### config.mk
export PLATFORM = sky130hd
export DESIGN_NAME = hcp_host
export DESIGN_NICKNAME = d
export VERILOG_FILES = /design/src/core/hcp_pkg.sv /design/src/core/hcp_host.sv /design/src/core/hcp_spi_shift.sv
export SDC_FILE = /design/constraint.sdc
export NUM_CORES = 1
export LEC_CHECK = 0
export BUFFER_PORTS_ARGS = -buffer_cell sky130_fd_sc_hd__buf_2
export CORE_ASPECT_RATIO = 1.5
export CORE_UTILIZATION = 25
export CTS_BUF_LIST = sky130_fd_sc_hd__clkbuf_8 sky130_fd_sc_hd__clkbuf_16
export CTS_CLUSTER_DIAMETER = 50
export CTS_CLUSTER_SIZE = 16
export DETAILED_ROUTE_END_ITERATION = 8
export HOLD_SLACK_MARGIN = 0.08
export SLEW_MARGIN = 20
export SYNTH_ARGS = -nofsm -noshare
export SYNTH_HDL_FRONTEND = slang
export SYNTH_SLANG_ARGS = --single-unit
### constraint.sdc
create_clock -name REF_CLK -period 2.8 [get_ports REF_CLK]
set_input_delay 0.56 -clock REF_CLK [delete_from_list [all_inputs] [get_ports REF_CLK]]
set_output_delay 0.56 -clock REF_CLK [all_outputs]
set_load 0.05 [all_outputs]
### src/core/hcp_pkg.sv
// Notes on behaviour
// - The port answers only while chip select is low, so the host lowers it for every access.
// - The host drives chip select high at least once after power-up to clear test modes.
// - Each access gets its own falling edge of chip select, held low until the access ends.
// - In parallel mode the 8-bit data bus carries write data out and read data back.
// - In read/write-select style the direction pin is high for a read and low for a write.
// - In read/write-select style the data strobe is active low and qualifies the access.
// - In split strobe style a low write strobe performs a write.
// - In split strobe style a low read strobe performs a read.
// - In serial mode the host shifts address and control, then any write data, into the input pin.
// - Serial output changes on the falling clock edge and input is sampled on the rising edge.
// - No register access may be made until 2 ms after reset.
package hcp_pkg;

	localparam int ADDR_W = 10;
	localparam int DATA_W = 8;
	localparam int CNT_W  = 8;
	localparam int READY_W = 20;

	localparam int REF_CLK_NS = 25;

	localparam int T_SETUP_NS     = 25;
	localparam int T_STROBE_NS    = 150;
	localparam int T_HOLD_NS      = 25;
	localparam int T_CS_HIGH_NS   = 50;
	localparam int T_SCLK_HALF_NS = 100;
	localparam int T_READY_US     = 2000;

	// Least times: round up, never below one cycle
	function automatic int cyc_ceil(input int ns);
		int c;
		c = (ns + REF_CLK_NS - 1) / REF_CLK_NS;
		if (c < 1) begin
			c = 1;
		end
		return c;
	endfunction

	localparam int READY_CYCLES = cyc_ceil(T_READY_US * 1000);

	localparam logic [CNT_W-1:0] SETUP_CYC  = CNT_W'(cyc_ceil(T_SETUP_NS));
	localparam logic [CNT_W-1:0] STROBE_CYC = CNT_W'(cyc_ceil(T_STROBE_NS));
	localparam logic [CNT_W-1:0] HOLD_CYC   = CNT_W'(cyc_ceil(T_HOLD_NS));
	localparam logic [CNT_W-1:0] GAP_CYC    = CNT_W'(cyc_ceil(T_CS_HIGH_NS));
	localparam logic [CNT_W-1:0] SCLK_HALF  = CNT_W'(cyc_ceil(T_SCLK_HALF_NS));
	localparam logic [CNT_W-1:0] CNT_ONE    = 8'h01;
	localparam logic [CNT_W-1:0] CNT_ZERO   = 8'h00;

	// Serial frame: read flag, pad, address, then data, MSB first
	localparam int SPI_PAD_BITS   = 5;
	localparam int SPI_CTRL_BITS  = 1 + SPI_PAD_BITS + ADDR_W;
	localparam int SPI_FRAME_BITS = SPI_CTRL_BITS + DATA_W;
	localparam logic [4:0] SPI_LAST_BIT = 5'(SPI_FRAME_BITS - 1);
	localparam logic [4:0] SPI_CTRL_END = 5'(SPI_CTRL_BITS);
	localparam logic       SPI_READ_FLAG = 1'h1;

	localparam logic STYLE_RW     = 1'h0;
	localparam logic STYLE_STROBE = 1'h1;
	localparam logic RW_READ      = 1'h1;
	localparam logic RW_WRITE     = 1'h0;
	localparam logic PIN_IDLE     = 1'h1;
	localparam logic SCLK_IDLE    = 1'h0;

	typedef enum logic [2:0] {
		ST_WAIT   = 3'h0,
		ST_IDLE   = 3'h1,
		ST_SETUP  = 3'h3,
		ST_STROBE = 3'h2,
		ST_HOLD   = 3'h6,
		ST_GAP    = 3'h4,
		ST_SERIAL = 3'h5
	} hcp_state_t;

	typedef struct packed {
		logic              write;
		logic [ADDR_W-1:0] addr;
		logic [DATA_W-1:0] wdata;
	} hcp_cmd_t;

endpackage

### src/core/hcp_host.sv
`timescale 1ns/100ps
module hcp_host #(
	parameter int READY_CYCLES = hcp_pkg::READY_CYCLES
) (
	input  wire logic                       REF_CLK,
	input  wire logic                       SYS_RST,
	input  wire logic                       MODE_SERIAL,
	input  wire logic                       MODE_STROBE,
	input  wire logic                       CMD_VALID,
	output logic                            CMD_READY,
	input  wire hcp_pkg::hcp_cmd_t          CMD,
	output logic                            RSP_VALID,
	output logic [hcp_pkg::DATA_W-1:0]      RSP_DATA,
	output logic                            READY,
	output logic                            IRQ,
	output logic                            CS_N,
	output logic [hcp_pkg::ADDR_W-1:0]      ADDR,
	output logic [hcp_pkg::DATA_W-1:0]      DATA_OUT,
	output logic                            DATA_OE,
	input  wire logic [hcp_pkg::DATA_W-1:0] DATA_IN,
	output logic                            RW_WR_SDI,
	output logic                            STRB_SCLK,
	output logic                            SERIAL_PORT_SEL,
	output logic                            BUS_STYLE_SEL,
	input  wire logic                       INT_N
);

	localparam logic [hcp_pkg::READY_W-1:0] READY_LAST =
		hcp_pkg::READY_W'(READY_CYCLES - 1);

	hcp_pkg::hcp_state_t          state;
	logic [hcp_pkg::CNT_W-1:0]    cnt;
	logic [hcp_pkg::READY_W-1:0]  ready_cnt;
	hcp_pkg::hcp_cmd_t            cmd_q;

	logic [hcp_pkg::DATA_W-1:0]   d_meta;
	logic [hcp_pkg::DATA_W-1:0]   d_sync;
	logic                         int_meta;
	logic                         int_sync;

	logic                         serial_mode;
	logic                         strobe_style;

	logic                         spi_start;
	logic                         spi_sclk;
	logic                         spi_sdi;
	logic                         spi_done;
	logic [hcp_pkg::DATA_W-1:0]   spi_rdata;

	logic                         in_access;
	logic                         strobe_on;
	logic                         par_a;
	logic                         par_b;
	logic                         cnt_last;

	// Pin inputs cross into REF_CLK through two stages
	always_ff @(posedge REF_CLK) begin
		if (SYS_RST) begin
			d_meta <= '0;
			d_sync <= '0;
		end else begin
			d_meta <= DATA_IN;
			d_sync <= d_meta;
		end
	end

	always_ff @(posedge REF_CLK) begin
		if (SYS_RST) begin
			int_meta <= 1'h1;
			int_sync <= 1'h1;
		end else begin
			int_meta <= INT_N;
			int_sync <= int_meta;
		end
	end

	// Interrupt is a level; the device holds it until its bits clear
	always_ff @(posedge REF_CLK) begin
		if (SYS_RST) begin
			IRQ <= 1'h0;
		end else begin
			IRQ <= ~int_sync;
		end
	end

	// Straps follow the mode inputs only during the ready wait, before any access
	// Changing them later would retarget a device already set up
	always_ff @(posedge REF_CLK) begin
		if (SYS_RST) begin
			serial_mode  <= 1'h0;
			strobe_style <= hcp_pkg::STYLE_RW;
		end else if (state == hcp_pkg::ST_WAIT) begin
			serial_mode  <= MODE_SERIAL;
			strobe_style <= MODE_STROBE;
		end
	end

	assign SERIAL_PORT_SEL = serial_mode;
	assign BUS_STYLE_SEL   = strobe_style;

	// Hold off all accesses until the device's registers are up
	always_ff @(posedge REF_CLK) begin
		if (SYS_RST) begin
			ready_cnt <= '0;
		end else if (state == hcp_pkg::ST_WAIT) begin
			ready_cnt <= ready_cnt + hcp_pkg::READY_W'(1);
		end
	end

	assign READY     = (state != hcp_pkg::ST_WAIT);
	assign CMD_READY = (state == hcp_pkg::ST_IDLE);
	assign cnt_last  = (cnt == hcp_pkg::CNT_ZERO);

	always_ff @(posedge REF_CLK) begin
		if (SYS_RST) begin
			state <= hcp_pkg::ST_WAIT;
			cnt   <= hcp_pkg::CNT_ZERO;
			cmd_q <= '0;
		end else begin
			case (state)
				hcp_pkg::ST_WAIT: begin
					if (ready_cnt == READY_LAST) begin
						state <= hcp_pkg::ST_IDLE;
					end
				end
				hcp_pkg::ST_IDLE: begin
					if (CMD_VALID) begin
						cmd_q <= CMD;
						if (serial_mode) begin
							state <= hcp_pkg::ST_SERIAL;
						end else begin
							state <= hcp_pkg::ST_SETUP;
							cnt   <= hcp_pkg::SETUP_CYC - hcp_pkg::CNT_ONE;
						end
					end
				end
				hcp_pkg::ST_SETUP: begin
					if (cnt_last) begin
						state <= hcp_pkg::ST_STROBE;
						cnt   <= hcp_pkg::STROBE_CYC - hcp_pkg::CNT_ONE;
					end else begin
						cnt <= cnt - hcp_pkg::CNT_ONE;
					end
				end
				hcp_pkg::ST_STROBE: begin
					if (cnt_last) begin
						state <= hcp_pkg::ST_HOLD;
						cnt   <= hcp_pkg::HOLD_CYC - hcp_pkg::CNT_ONE;
					end else begin
						cnt <= cnt - hcp_pkg::CNT_ONE;
					end
				end
				hcp_pkg::ST_HOLD: begin
					if (cnt_last) begin
						state <= hcp_pkg::ST_GAP;
						cnt   <= hcp_pkg::GAP_CYC - hcp_pkg::CNT_ONE;
					end else begin
						cnt <= cnt - hcp_pkg::CNT_ONE;
					end
				end
				hcp_pkg::ST_SERIAL: begin
					if (spi_done) begin
						state <= hcp_pkg::ST_GAP;
						cnt   <= hcp_pkg::GAP_CYC - hcp_pkg::CNT_ONE;
					end
				end
				hcp_pkg::ST_GAP: begin
					// Chip select must rise between accesses
					if (cnt_last) begin
						state <= hcp_pkg::ST_IDLE;
					end else begin
						cnt <= cnt - hcp_pkg::CNT_ONE;
					end
				end
				default: begin
					state <= hcp_pkg::ST_WAIT;
				end
			endcase
		end
	end

	assign in_access = (state == hcp_pkg::ST_SETUP) ||
		(state == hcp_pkg::ST_STROBE) || (state == hcp_pkg::ST_HOLD);
	assign strobe_on = (state == hcp_pkg::ST_STROBE);

	// Chip select frames exactly one access; high through reset and wait
	// Rises only in the gap: strobe pins lag state by one register,
	// so releasing earlier would end the strobe and the frame together
	always_ff @(posedge REF_CLK) begin
		if (SYS_RST) begin
			CS_N <= 1'h1;
		end else if (state == hcp_pkg::ST_IDLE && CMD_VALID) begin
			CS_N <= 1'h0;
		end else if (state == hcp_pkg::ST_GAP) begin
			CS_N <= 1'h1;
		end
	end

	// Address pins stay low in serial mode, as the device expects
	always_ff @(posedge REF_CLK) begin
		if (SYS_RST) begin
			ADDR <= '0;
		end else if (state == hcp_pkg::ST_IDLE && CMD_VALID) begin
			ADDR <= serial_mode ? '0 : CMD.addr;
		end
	end

	// Data bus driven only for a parallel write, never in serial mode
	always_ff @(posedge REF_CLK) begin
		if (SYS_RST) begin
			DATA_OUT <= '0;
			DATA_OE  <= 1'h0;
		end else if (state == hcp_pkg::ST_IDLE && CMD_VALID) begin
			DATA_OUT <= CMD.wdata;
			DATA_OE  <= CMD.write && !serial_mode;
		end else if (state == hcp_pkg::ST_GAP) begin
			// Held past the strobe pin's rise so write data stays valid
			DATA_OE <= 1'h0;
		end
	end

	// Parallel pin levels by style; a is the direction pin in read/write style, the write strobe in split style
	always_comb begin
		par_a = hcp_pkg::RW_READ;
		par_b = hcp_pkg::PIN_IDLE;
		if (strobe_style == hcp_pkg::STYLE_STROBE) begin
			par_a = ~(strobe_on && cmd_q.write);
			par_b = ~(strobe_on && !cmd_q.write);
		end else begin
			if (in_access && cmd_q.write) begin
				par_a = hcp_pkg::RW_WRITE;
			end
			par_b = ~strobe_on;
		end
	end

	// Shared pins registered, so serial clock and data keep alignment
	always_ff @(posedge REF_CLK) begin
		if (SYS_RST) begin
			RW_WR_SDI <= hcp_pkg::PIN_IDLE;
			STRB_SCLK <= hcp_pkg::PIN_IDLE;
		end else if (serial_mode) begin
			RW_WR_SDI <= spi_sdi;
			STRB_SCLK <= spi_sclk;
		end else begin
			RW_WR_SDI <= par_a;
			STRB_SCLK <= par_b;
		end
	end

	// Serial frame starts one cycle after chip select falls
	always_ff @(posedge REF_CLK) begin
		if (SYS_RST) begin
			spi_start <= 1'h0;
		end else begin
			spi_start <= (state == hcp_pkg::ST_IDLE) && CMD_VALID &&
				serial_mode;
		end
	end

	hcp_spi_shift u_spi (
		.clk   (REF_CLK),
		.rst   (SYS_RST),
		.start (spi_start),
		.cmd   (cmd_q),
		.sdo   (d_sync[0]),
		.sclk  (spi_sclk),
		.sdi   (spi_sdi),
		.done  (spi_done),
		.rdata (spi_rdata)
	);

	// Read data taken at the strobe's end, after the sync delay
	// Device access time must fit inside strobe width minus sync stages
	always_ff @(posedge REF_CLK) begin
		if (SYS_RST) begin
			RSP_DATA <= '0;
		end else if (strobe_on && cnt_last && !cmd_q.write) begin
			RSP_DATA <= d_sync;
		end else if (spi_done && !cmd_q.write) begin
			RSP_DATA <= spi_rdata;
		end
	end

	always_ff @(posedge REF_CLK) begin
		if (SYS_RST) begin
			RSP_VALID <= 1'h0;
		end else begin
			RSP_VALID <= (state == hcp_pkg::ST_HOLD && cnt_last) ||
				(state == hcp_pkg::ST_SERIAL && spi_done);
		end
	end

endmodule

### src/core/hcp_spi_shift.sv
`timescale 1ns/100ps
module hcp_spi_shift (
	input  wire logic                       clk,
	input  wire logic                       rst,
	input  wire logic                       start,
	input  wire hcp_pkg::hcp_cmd_t          cmd,
	input  wire logic                       sdo,
	output logic                            sclk,
	output logic                            sdi,
	output logic                            done,
	output logic [hcp_pkg::DATA_W-1:0]      rdata
);

	localparam int FB = hcp_pkg::SPI_FRAME_BITS;

	logic                        active;
	logic [hcp_pkg::CNT_W-1:0]   div;
	logic [4:0]                  bit_cnt;
	logic [FB-1:0]               shreg;
	logic                        tick;

	assign tick = active && (div == hcp_pkg::SCLK_HALF - hcp_pkg::CNT_ONE);

	always_ff @(posedge clk) begin
		if (rst) begin
			div <= hcp_pkg::CNT_ZERO;
		end else if (start || tick) begin
			div <= hcp_pkg::CNT_ZERO;
		end else if (active) begin
			div <= div + hcp_pkg::CNT_ONE;
		end
	end

	always_ff @(posedge clk) begin
		if (rst) begin
			active  <= 1'h0;
			bit_cnt <= 5'h00;
			shreg   <= '0;
			sclk    <= hcp_pkg::SCLK_IDLE;
			sdi     <= 1'h0;
			done    <= 1'h0;
		end else begin
			done <= 1'h0;
			if (start) begin
				// Count starts fresh with every chip select fall
				active  <= 1'h1;
				bit_cnt <= 5'h00;
				sclk    <= hcp_pkg::SCLK_IDLE;
				shreg   <= {~cmd.write, {hcp_pkg::SPI_PAD_BITS{1'h0}},
					cmd.addr, cmd.write ? cmd.wdata : 8'h00};
				sdi     <= ~cmd.write;
			end else if (tick) begin
				sclk <= ~sclk;
				if (sclk) begin
					// Falling edge: advance input bit
					if (bit_cnt == hcp_pkg::SPI_LAST_BIT) begin
						active <= 1'h0;
						done   <= 1'h1;
						sdi    <= 1'h0;
					end else begin
						bit_cnt <= bit_cnt + 5'h01;
						shreg   <= {shreg[FB-2:0], 1'h0};
						sdi     <= shreg[FB-2];
					end
				end
			end
		end
	end

	// Rising edge: take the device's output bit
	always_ff @(posedge clk) begin
		if (rst) begin
			rdata <= '0;
		end else if (tick && !sclk && bit_cnt >= hcp_pkg::SPI_CTRL_END) begin
			rdata <= {rdata[hcp_pkg::DATA_W-2:0], sdo};
		end
	end

endmodule

==> impl_metrics.yaml, run 1 <==
outcome:
  status: "finished clean"
worst_setup_path:
  crit_chain: "inv_1, nor3_1, buf_2"
  required_ns: 2.24
  crit_type: "reg -> out"
  critPathArrivalTime_ns: 1.94
  end_kind: "output pin"
  slowest_delay_ns: 0.60
  reg2regPathDepth: 7
  regToRegStartpoint: "cnt[0]"
  r2r_slack_ns: 0.53
  reg2reg_to: "RSP_DATA[6]"
  worst_setup_path_start_kind: "flop"
  crit_path_max_fanout: 14
  critical_path.slowest_cell: "dfxtp_1"
yosys:
  avgSynthCellArea_sq_um: 8.78
  async_flop_share_pct: 0
  muxShareOfSynthArea_pct: 3.97
  ys_ff_latch: 143
  synth_flop_cell: "dfxtp_1"
  synth_top_cell_area_share_pct: 47.3
  synth_top_family_by_area: "simple AND/OR/NAND/NOR gates"
  yosysUniqueCellTypes: 59
  synthSimpleGateAreaFrac_pct: 25.8
  synth_compound_area_share_pct: 11.7
  synth_fa_ha_area_share_pct: 1.20
  yosysTopAreaCell: "dfxtp_1"
  synth-edff-count: 0
  netlist_area_sq_mm: 0.00605
  synth_top_cells_by_area: "dfxtp_1 47%, nand2_1 5.2%, a21oi_1 4.0%, mux2i_1 4.0%, nor2_1 4.0%"
  ys.warnings.count: 0
  synthesis.instances: 689
  seq_area_frac_synth_pct: 47.3
  syn-num-nets: 727
  synth_xor_area_share_pct: 4.20
timing:
  setup_viol: 0
  grt_setup_unrepaired: "no"
  clock_skew_ns: 0.00659
  fin_tns_setup_ns: 0
  final_max_slew_viol_count: 0
  hold_violations: 0
  tightest_slew_ns: 0.557
  fmax_mhz: 401
  timing.final.crit_share_pct: 89.2
  layout_min_cycle_time_ns: 2.50
  slew_headroom_pct: 62.6
worst_hold_path:
  hold_depth: 2
  min-delay-start: "DATA_IN[6]"
  hold_class: "in -> reg"
  min_to: "d_meta[6]"
floorplanning:
  die-area_sq_mm: 0.0248
  fp-row-count: 69
  core_sq_mm: 0.0237
  start_util_pct: 25.5
  io_pins: 69
  die_h_um: 193
  die_w_um: 129
power:
  p_sw_uw: 960
  combPwrFrac_pct: 2.6
  swShare_pct: 20.2
  power_density_mw_per_mm2: 653
  internal-power_mw: 3.79
  vdd_drop_max_v: 0.000439
  power_frac_clock_pct: 54.0
  p_seq_share_pct: 43.4
  p_leak_nw: 2.82
global_routing:
  gr-total-overflow: 0
  grt_pass1_vias: 4573
  grt_pass1_wl_mm: 22.0
  antenna_found_initial: 0
  track_usage_pct: 11.4
  grt_max_degree: 61
run:
  drv_cap: 0
drt:
  drc_errors: 0
  drt-total-wl_mm: 13.3
  drtIter0Drc: 221
  vias_per_cell: 4.55
  wire_per_inst_um: 12.5
  dr.pass1.iters: 4
  drtAntennaViolNets: 0
  vias: 4824
cts:
  clkTransAtPathRegs_ns: 0.06
  cts_buffers: 17
  cts-hold-fix-buffers: 0
  numClockSinks: 143
  post_cts_buffers: 0
  clock_latency_ns: 0.42
  cts_tree: "built"
  h-tree-depth: 4
  cts_max_path_buffers: 2
  root_buffer: "clkbuf_16"
  post_cts_resized: 0
final_layout:
  n_fill_cell: 2536
  final_common_cell: "dfxtp_1"
  area_growth_pct: 20.4
  final_core_util_pct: 30.7
  final_cells: 1061
  final_nets: 768
  n_antenna_cell: 0
  drive_above_1_share_pct: 17.4
  final_cell_mix: "142 x dfxtp_1, 84 x nand2_1, 67 x buf_2"
placement:
  dp_hpwl_mm: 8.98
  port_buffers: 68
  dp_cells: 1030
  gp_congestion: 0.882
[cell type report]
| cell class | instances | area (sq um) | area share (%) |
|---|---|---|---|
| well taps | 319 | 399 | 5.48 |
| multi-input cells | 470 | 2830 | 38.9 |
| repair buffers | 80 | 445 | 6.12 |
| flip-flops and latches | 143 | 2860 | 39.3 |
| clock inverters | 13 | 234 | 3.21 |
| clock buffers | 18 | 439 | 6.03 |
| inverters | 18 | 67.6 | 0.928 |
[metrics by stage]
stage / total power [mW] / hold slack [ns] / instance area (sq um) / worst slack (ns)
global placement: 2.23 / 0.378 / 6610 / 0.608
finish: 4.75 / 0.348 / 7280 / 0.303
floorplan: 2.18 / 0.363 / 6050 / 0.126
global route: 4.92 / 0.344 / 7280 / 0.0898
detailed placement: 2.23 / 0.376 / 6610 / 0.521
CTS: 4.81 / 0.332 / 7280 / 0.302
[metal layers]
metal	part of all wire (%)	vias to the layer above	global-route usage (%)
met4	1.9	0	5.61
met1	43	2265	12.8
li1	-	2470	-
met5	0	-	0
met3	2.9	16	2.94
met2	52	73	19.8
[worst max-delay path, delay by kind of cell, from the launching register on]
kind	cells	cell delay [ns]
buf+inv	2	0.58
flops	1	0.60
simple gates	1	0.33
[registers in the layout (all words and copies together) (netlist names), 3 cells and up]
name,count
d_meta,8
u_spi.bit_cnt,5
cnt,8
u_spi.shreg,23
RSP_DATA,8
u_spi.div,8
d_sync,8
state,3
ADDR,10
cmd_q,19
u_spi.rdata,8
ready_cnt,20
[logic make-up after synthesis]
kind of cell,after synthesis
XOR/XNOR,29
buffers and inverters,76
multiplexers,24
flip-flops,143
AND/OR/NAND/NOR,303
AO/OA/AOI/OAI,108
adder cells (fa/ha/maj),6
[synthesized netlist by cell type, drive strengths merged (2+ instances only)]
cell type	number
a2111oi	10
a211oi	14
a21boi	7
a21oi	48
a221oi	2
a31oi	3
and2	2
and3	5
and4	4
buf	18
clkbuf	40
dfxtp	143
ha	5
inv	18
mux2i	24
nand2	84
nand2b	4
nand3	11
nand3b	14
nand4	16
nand4b	2
nor2	65
nor2b	18
nor3	47
nor3b	2
nor4	10
nor4b	3
o21ai	13
o21bai	2
o32ai	2
or2	4
or3	4
or4	4
xnor2	9
xor2	20
[power groups by stage]
stage	Clock [mW]	Combinational, mW	Sequential [mW]
after floorplan	0	0.0625	2.12
after global placement	0	0.125	2.11
after detailed placement	0	0.125	2.11
after CTS	2.62	0.125	2.06
after global routing	2.71	0.136	2.07
final	2.57	0.123	2.07
[how the worst max path moves through the flow]
stage	startpoint	end	slack [ns]
after floorplan	state[0]	ADDR[9]	0.13
after global placement	cnt[0]	RSP_DATA[4]	0.61
after detailed placement	cnt[0]	RSP_DATA[4]	0.52
after CTS	state[0]	CMD_READY	0.30
after global routing	state[0]	CMD_READY	0.09
final	state[0]	CMD_READY	0.30
Power figures use the tool's default switching activity.
==> run 2, diff against run 1 <==
Settings changed: SYNTH_HIERARCHICAL from default to 1.
==> run 2 against run 1 <==
Net effect: combinational power is 11% lower; worst hold slack got worse by 0.033 ns; sequential share of layout area up 0.80 points; total power is 7.3% lower; cell area is 2.0% lower; via count up 2.0%; critical path type unchanged; largest power group unchanged.
==> impl_metrics.yaml, run 2 <==
power:
  vdd_drop_max_v: 0.000420
  p_leak_nw: 2.61
  power_density_mw_per_mm2: 618
yosys:
  syn-num-nets: 732
  yosysTopAreaCell: "dfxtp_1"
  netlist_area_sq_mm: 0.00599
  avgSynthCellArea_sq_um: 8.64
  seq_area_frac_synth_pct: 47.8
  synth.most_common_cell: "dfxtp_1"
  synth_flop_cell: "dfxtp_1"
  ys.warnings.count: 6
  synthesis.instances: 694
  synth_top_cell_area_share_pct: 47.8
  ys_ff_latch: 143
  async_flop_share_pct: 0
  yosysUniqueCellTypes: 58
  synth_top_cells_by_area: "dfxtp_1 48%, nand2_1 6.3%, a21oi_1 5.8%, mux2i_1 3.5%, nor2_1 2.9%"
  synth_common_cells: "143 x dfxtp_1, 100 x nand2_1, 69 x a21oi_1"
  synth-edff-count: 0
placement:
  dp_slack_ns: 0.715
  dp_cells: 1037
  gp_congestion: 0.802
  port_buffers: 68
  dp_hpwl_mm: 9.15
cts:
  h-tree-depth: 4
  cts-hold-fix-buffers: 0
  cts_buffers: 17
  clkTransAtPathRegs_ns: 0.06
  cts_max_path_buffers: 2
  cts_tree: "built"
  post_cts_resized: 0
  post_cts_buffers: 0
  numClockSinks: 143
  root_buffer: "clkbuf_16"
  clock_latency_ns: 0.42
global_routing:
  grt_max_degree: 70
  top_usage_layer: "met2"
  grtUsageMet1_pct: 12.8
  antenna_found_initial: 0
  globalRouteMet3Util_pct: 2.31
  grt_pass1_vias: 4451
  track_usage_pct: 11.1
  grt_use_met2_pct: 19.0
  gr-total-overflow: 0
  grt_pass1_wl_mm: 21.5
floorplanning:
  die_h_um: 192
  fp-row-count: 69
  die-area_sq_mm: 0.0246
  io_pins: 69
  core_sq_mm: 0.0237
  start_util_pct: 25.3
  die_w_um: 128
final_layout:
  max_flop_register: "u_spi/shreg"
  drive_above_1_share_pct: 15.9
  final_cells: 1069
  final_common_cell: "dfxtp_1"
  n_antenna_cell: 0
  area_growth_pct: 19.0
  final_nets: 775
  largest_reg_flops: 23
  final_cell_mix: "143 x dfxtp_1, 100 x nand2_1, 69 x a21oi_1"
  reg.largest.list: "u_spi/shreg (23), ready_cnt (20), cmd_q (19)"
  final_core_util_pct: 30.2
timing:
  fmax_mhz: 439
  hold_slack_ns: 0.316
  hold_violations: 0
  tightest_slew_ns: 0.979
  fin_tns_setup_ns: 0
  final_max_slew_viol_count: 0
  grt_setup_unrepaired: "no"
  layout_min_cycle_time_ns: 2.28
  timing.final.crit_share_pct: 81.3
  slew_headroom_pct: 34.6
  clock_skew_ns: 0.00706
  setup_viol: 0
  setup_slack_ns: 0.525
outcome:
  status: "finished clean"
worst_hold_path:
  min_to: "int_meta"
  hold_class: "in -> reg"
  hold_depth: 2
  min-delay-start: "INT_N"
drt:
  wire_per_inst_um: 12.6
  drc_errors: 0
  drt-total-wl_mm: 13.4
  drtAntennaViolNets: 0
  vias_per_cell: 4.60
  dr.pass1.iters: 5
  drtIter0Drc: 164
  vias: 4922
worst_setup_path:
  worst_setup_path_start_kind: "flop"
  required_ns: 2.24
  regToRegStartpoint: "state[0]"
  reg2reg_to: "ready_cnt[19]"
  r2r_slack_ns: 0.71
  crit_path_max_fanout: 17
  end_kind: "output pin"
  reg2regPathDepth: 5
  critPathArrivalTime_ns: 1.72
  crit_type: "reg -> out"
run:
  drv_cap: 0
## run 2: cell count changes after synthesis, moves of 6 or more
cell,delta
or3_1,+12
nand2_1,+16
nand2b_1,+6
a21oi_1,+21
nor2b_1,+9
nor3_1,-23
nor2_1,-17
nand3_1,+12
xor2_1,-15
nand3b_1,-13
## run 2: worst max-delay path by stage
stage | slack, ns | startpoint | endpoint | cells past startpoint
floorplan | 0.24 | state[1] | ADDR[4] | 6
global placement | 0.75 | state[0] | ready_cnt[19] | 5
detailed placement | 0.71 | state[0] | ready_cnt[19] | 5
CTS | 0.51 | state[0] | CMD_READY | 3
global route | 0.40 | state[0] | CMD_READY | 3
finish | 0.52 | state[0] | CMD_READY | 3
## run 2: final cells by class
type                       instances  area (sq um)
sequential                       143          2860
clock buffer                      17           425
inverter                          14          52.6
tap                              319           399
fill                            2566         16500
multi-input combinational        482          2810
timing repair buffer              79           425
clock inverter                    15           163
## run 2: layer usage
layer  wire length (um)  part of all wire [%]  vias up
met3                470                   3.5       24
met1               5800                    43     2312
li1                   -                     -     2496
met5                  0                     0        -
met4                353                   2.6        0
met2               6830                    51       90
## run 2: per-stage QoR
| step | power (mW) | instance area, sq um |
|---|---|---|
| floorplan | 2.17 | 5990 |
| global placement | 2.22 | 6550 |
| detailed placement | 2.22 | 6550 |
| CTS | 4.48 | 7130 |
| global route | 4.56 | 7130 |
| finish | 4.41 | 7130 |
## run 2: critical path: stages (launching register included)
cell and delay (ns):
dfxtp_1 0.37, buf_4 0.23, nor3b_1 0.35, buf_2 0.34
## run 2: cell families after synthesis
kind of cell,after synthesis,share of synthesized area (%)
DFF,143,47.8
and+or+nand+nor,296,25.2
adders and majority gates,6,1.21
xor gates and xnor gates,18,2.63
muxes,21,3.51
AOI/OAI and AO/OA,141,14.3
buffers and inverters,69,5.43
## run 2: power by group
part           switching [mW]  total (mW)  internal [mW]
combinational          0.0711       0.110         0.0390
clock                   0.913        2.23           1.32
sequential             0.0102        2.07           2.05
total                   0.995        4.41           3.41
==> run 3, diff against run 2 <==
Clock period 2.8 ns to 2.2 ns, I/O delays scaled along.
==> run 3 against run 2 <==
Net effect: global-route usage is 0.36 points higher; critical path depth unchanged; cell area up 2.2%.
==> impl_metrics.yaml, run 3 (synthesis gave the netlist of run 2 again) <==
placement:
  dp_cells: 1048
  place_area_sq_mm: 0.00667
  port_buffers: 68
  dp_slack_ns: 0.226
  gp_congestion: 0.816
  dp_hpwl_mm: 9.24
final_layout:
  largest_reg_flops: 23
  max_flop_register: "u_spi/shreg"
  area_growth_pct: 21.6
  reg.largest.list: "u_spi/shreg (23), ready_cnt (20), cmd_q (19)"
  n_antenna_cell: 0
  final_cell_mix: "143 x dfxtp_1, 100 x nand2_1, 69 x a21oi_1"
  final_common_cell: "dfxtp_1"
  final_cells: 1080
  final_area_sq_mm: 0.00729
  final_nets: 786
  drive_above_1_share_pct: 17.2
worst_hold_path:
  min-delay-start: "INT_N"
  hold_depth: 2
  hold_class: "in -> reg"
  min_to: "int_meta"
worst_setup_path:
  critPathArrivalTime_ns: 1.63
  reg2reg_to: "u_spi/bit_cnt[4]"
  crit_path_max_fanout: 17
  end_kind: "output pin"
  reg2regPathDepth: 5
  critical_path.slowest_cell: "dfxtp_1"
  r2r_slack_ns: 0.26
  slowest_delay_ns: 0.39
  worst_setup_path_start_kind: "flop"
  cp-startpoint: "state[0]"
  crit_chain: "buf_4, nor3b_2, buf_2"
  crit_type: "reg -> out"
  required_ns: 1.76
  regToRegStartpoint: "u_spi/div[0]"
cts:
  cts_tree: "built"
  clkTransAtPathRegs_ns: 0.06
  cts_buffers: 17
  post_cts_resized: 0
  post_cts_buffers: 0
  cts_max_path_buffers: 2
  root_buffer: "clkbuf_16"
  cts-hold-fix-buffers: 0
  numClockSinks: 143
  clock_latency_ns: 0.42
  h-tree-depth: 4
drt:
  vias: 4878
  drc_errors: 0
  wire_per_inst_um: 12.5
  drtAntennaViolNets: 0
  drtIter0Drc: 226
  vias_per_cell: 4.52
  dr.pass1.iters: 6
  drt-total-wl_mm: 13.5
timing:
  hold_violations: 0
  setup_viol: 0
  slew_headroom_pct: 60.5
  tightest_slew_ns: 0.592
  timing.final.crit_share_pct: 93.9
  clock_skew_ns: 0.0119
  fin_tns_setup_ns: 0
  layout_min_cycle_time_ns: 2.07
  grt_setup_unrepaired: "no"
  final_max_slew_viol_count: 0
  setup_slack_ns: 0.135
  fmax_mhz: 484
power:
  internal-power_mw: 4.47
  power_density_mw_per_mm2: 790
  power_frac_clock_pct: 51.9
  finalPower_mw: 5.76
  swShare_pct: 22.3
  p_seq_share_pct: 45.6
  p_sw_mw: 1.29
  vdd_drop_max_v: 0.000536
  combPwrFrac_pct: 2.5
  p_leak_nw: 2.72
global_routing:
  grtUsageMet1_pct: 12.9
  antenna_found_initial: 0
  grt_use_met2_pct: 20.3
  track_usage_pct: 11.4
  grt_max_degree: 62
  gr-total-overflow: 0
  top_usage_layer: "met2"
  globalRouteMet3Util_pct: 2.48
  grt_pass1_vias: 4625
  grt_pass1_wl_mm: 22.3
floorplanning:
  die-area_sq_mm: 0.0246
  die_w_um: 128
  die_h_um: 192
  io_pins: 69
  start_util_pct: 25.3
  fp-row-count: 69
  core_sq_mm: 0.0237
outcome:
  status: "finished clean"
run:
  drv_cap: 0
-- run 3: how the worst max path moves through the flow --
stage / slack (ns) / to / cells after the start
floorplan: 0.21 / ADDR[4] / 6
global placement: 0.31 / cnt[0] / 6
detailed placement: 0.23 / state[2] / 6
CTS: 0.09 / CMD_READY / 3
global route: 0.05 / CMD_READY / 3
finish: 0.13 / CMD_READY / 3
-- run 3: worst max-delay path: cells and delay by family (launching register included) --
kind	cells	cell delay [ns]
flip-flops	1	0.39
AND/OR/NAND/NOR	1	0.28
buffers and inverters	2	0.54
-- run 3: power by group through the flow --
stage	Clock (mW)	Combinational, mW	Sequential (mW)
CTS	3.07	0.149	2.63
floorplan	0	0.0708	2.70
global placement	0	0.148	2.68
detailed placement	0	0.148	2.68
finish	2.99	0.146	2.63
global route	3.18	0.160	2.63
-- run 3: final cells by class --
class / count / area (sq um)
clock buffers: 17 / 425
clock inverters: 15 / 186
fillers: 2530 / 16400
inverters: 14 / 52.6
multi-input cells: 482 / 2820
flip-flops and latches: 143 / 2860
well taps: 319 / 399
repair buffers: 90 / 546
-- run 3: metal layers --
layer	up-vias	wire (um)
li1	2520	-
met1	2266	5830
met2	71	6890
met3	21	479
met4	0	291
met5	-	0
-- run 3: per-stage QoR --
stage	utilization (%)	hold slack (ns)
floorplan	-	0.368
global placement	28.2	0.384
detailed placement	28.2	0.376
CTS	30.8	0.184
global route	30.8	0.190
finish	30.8	0.202
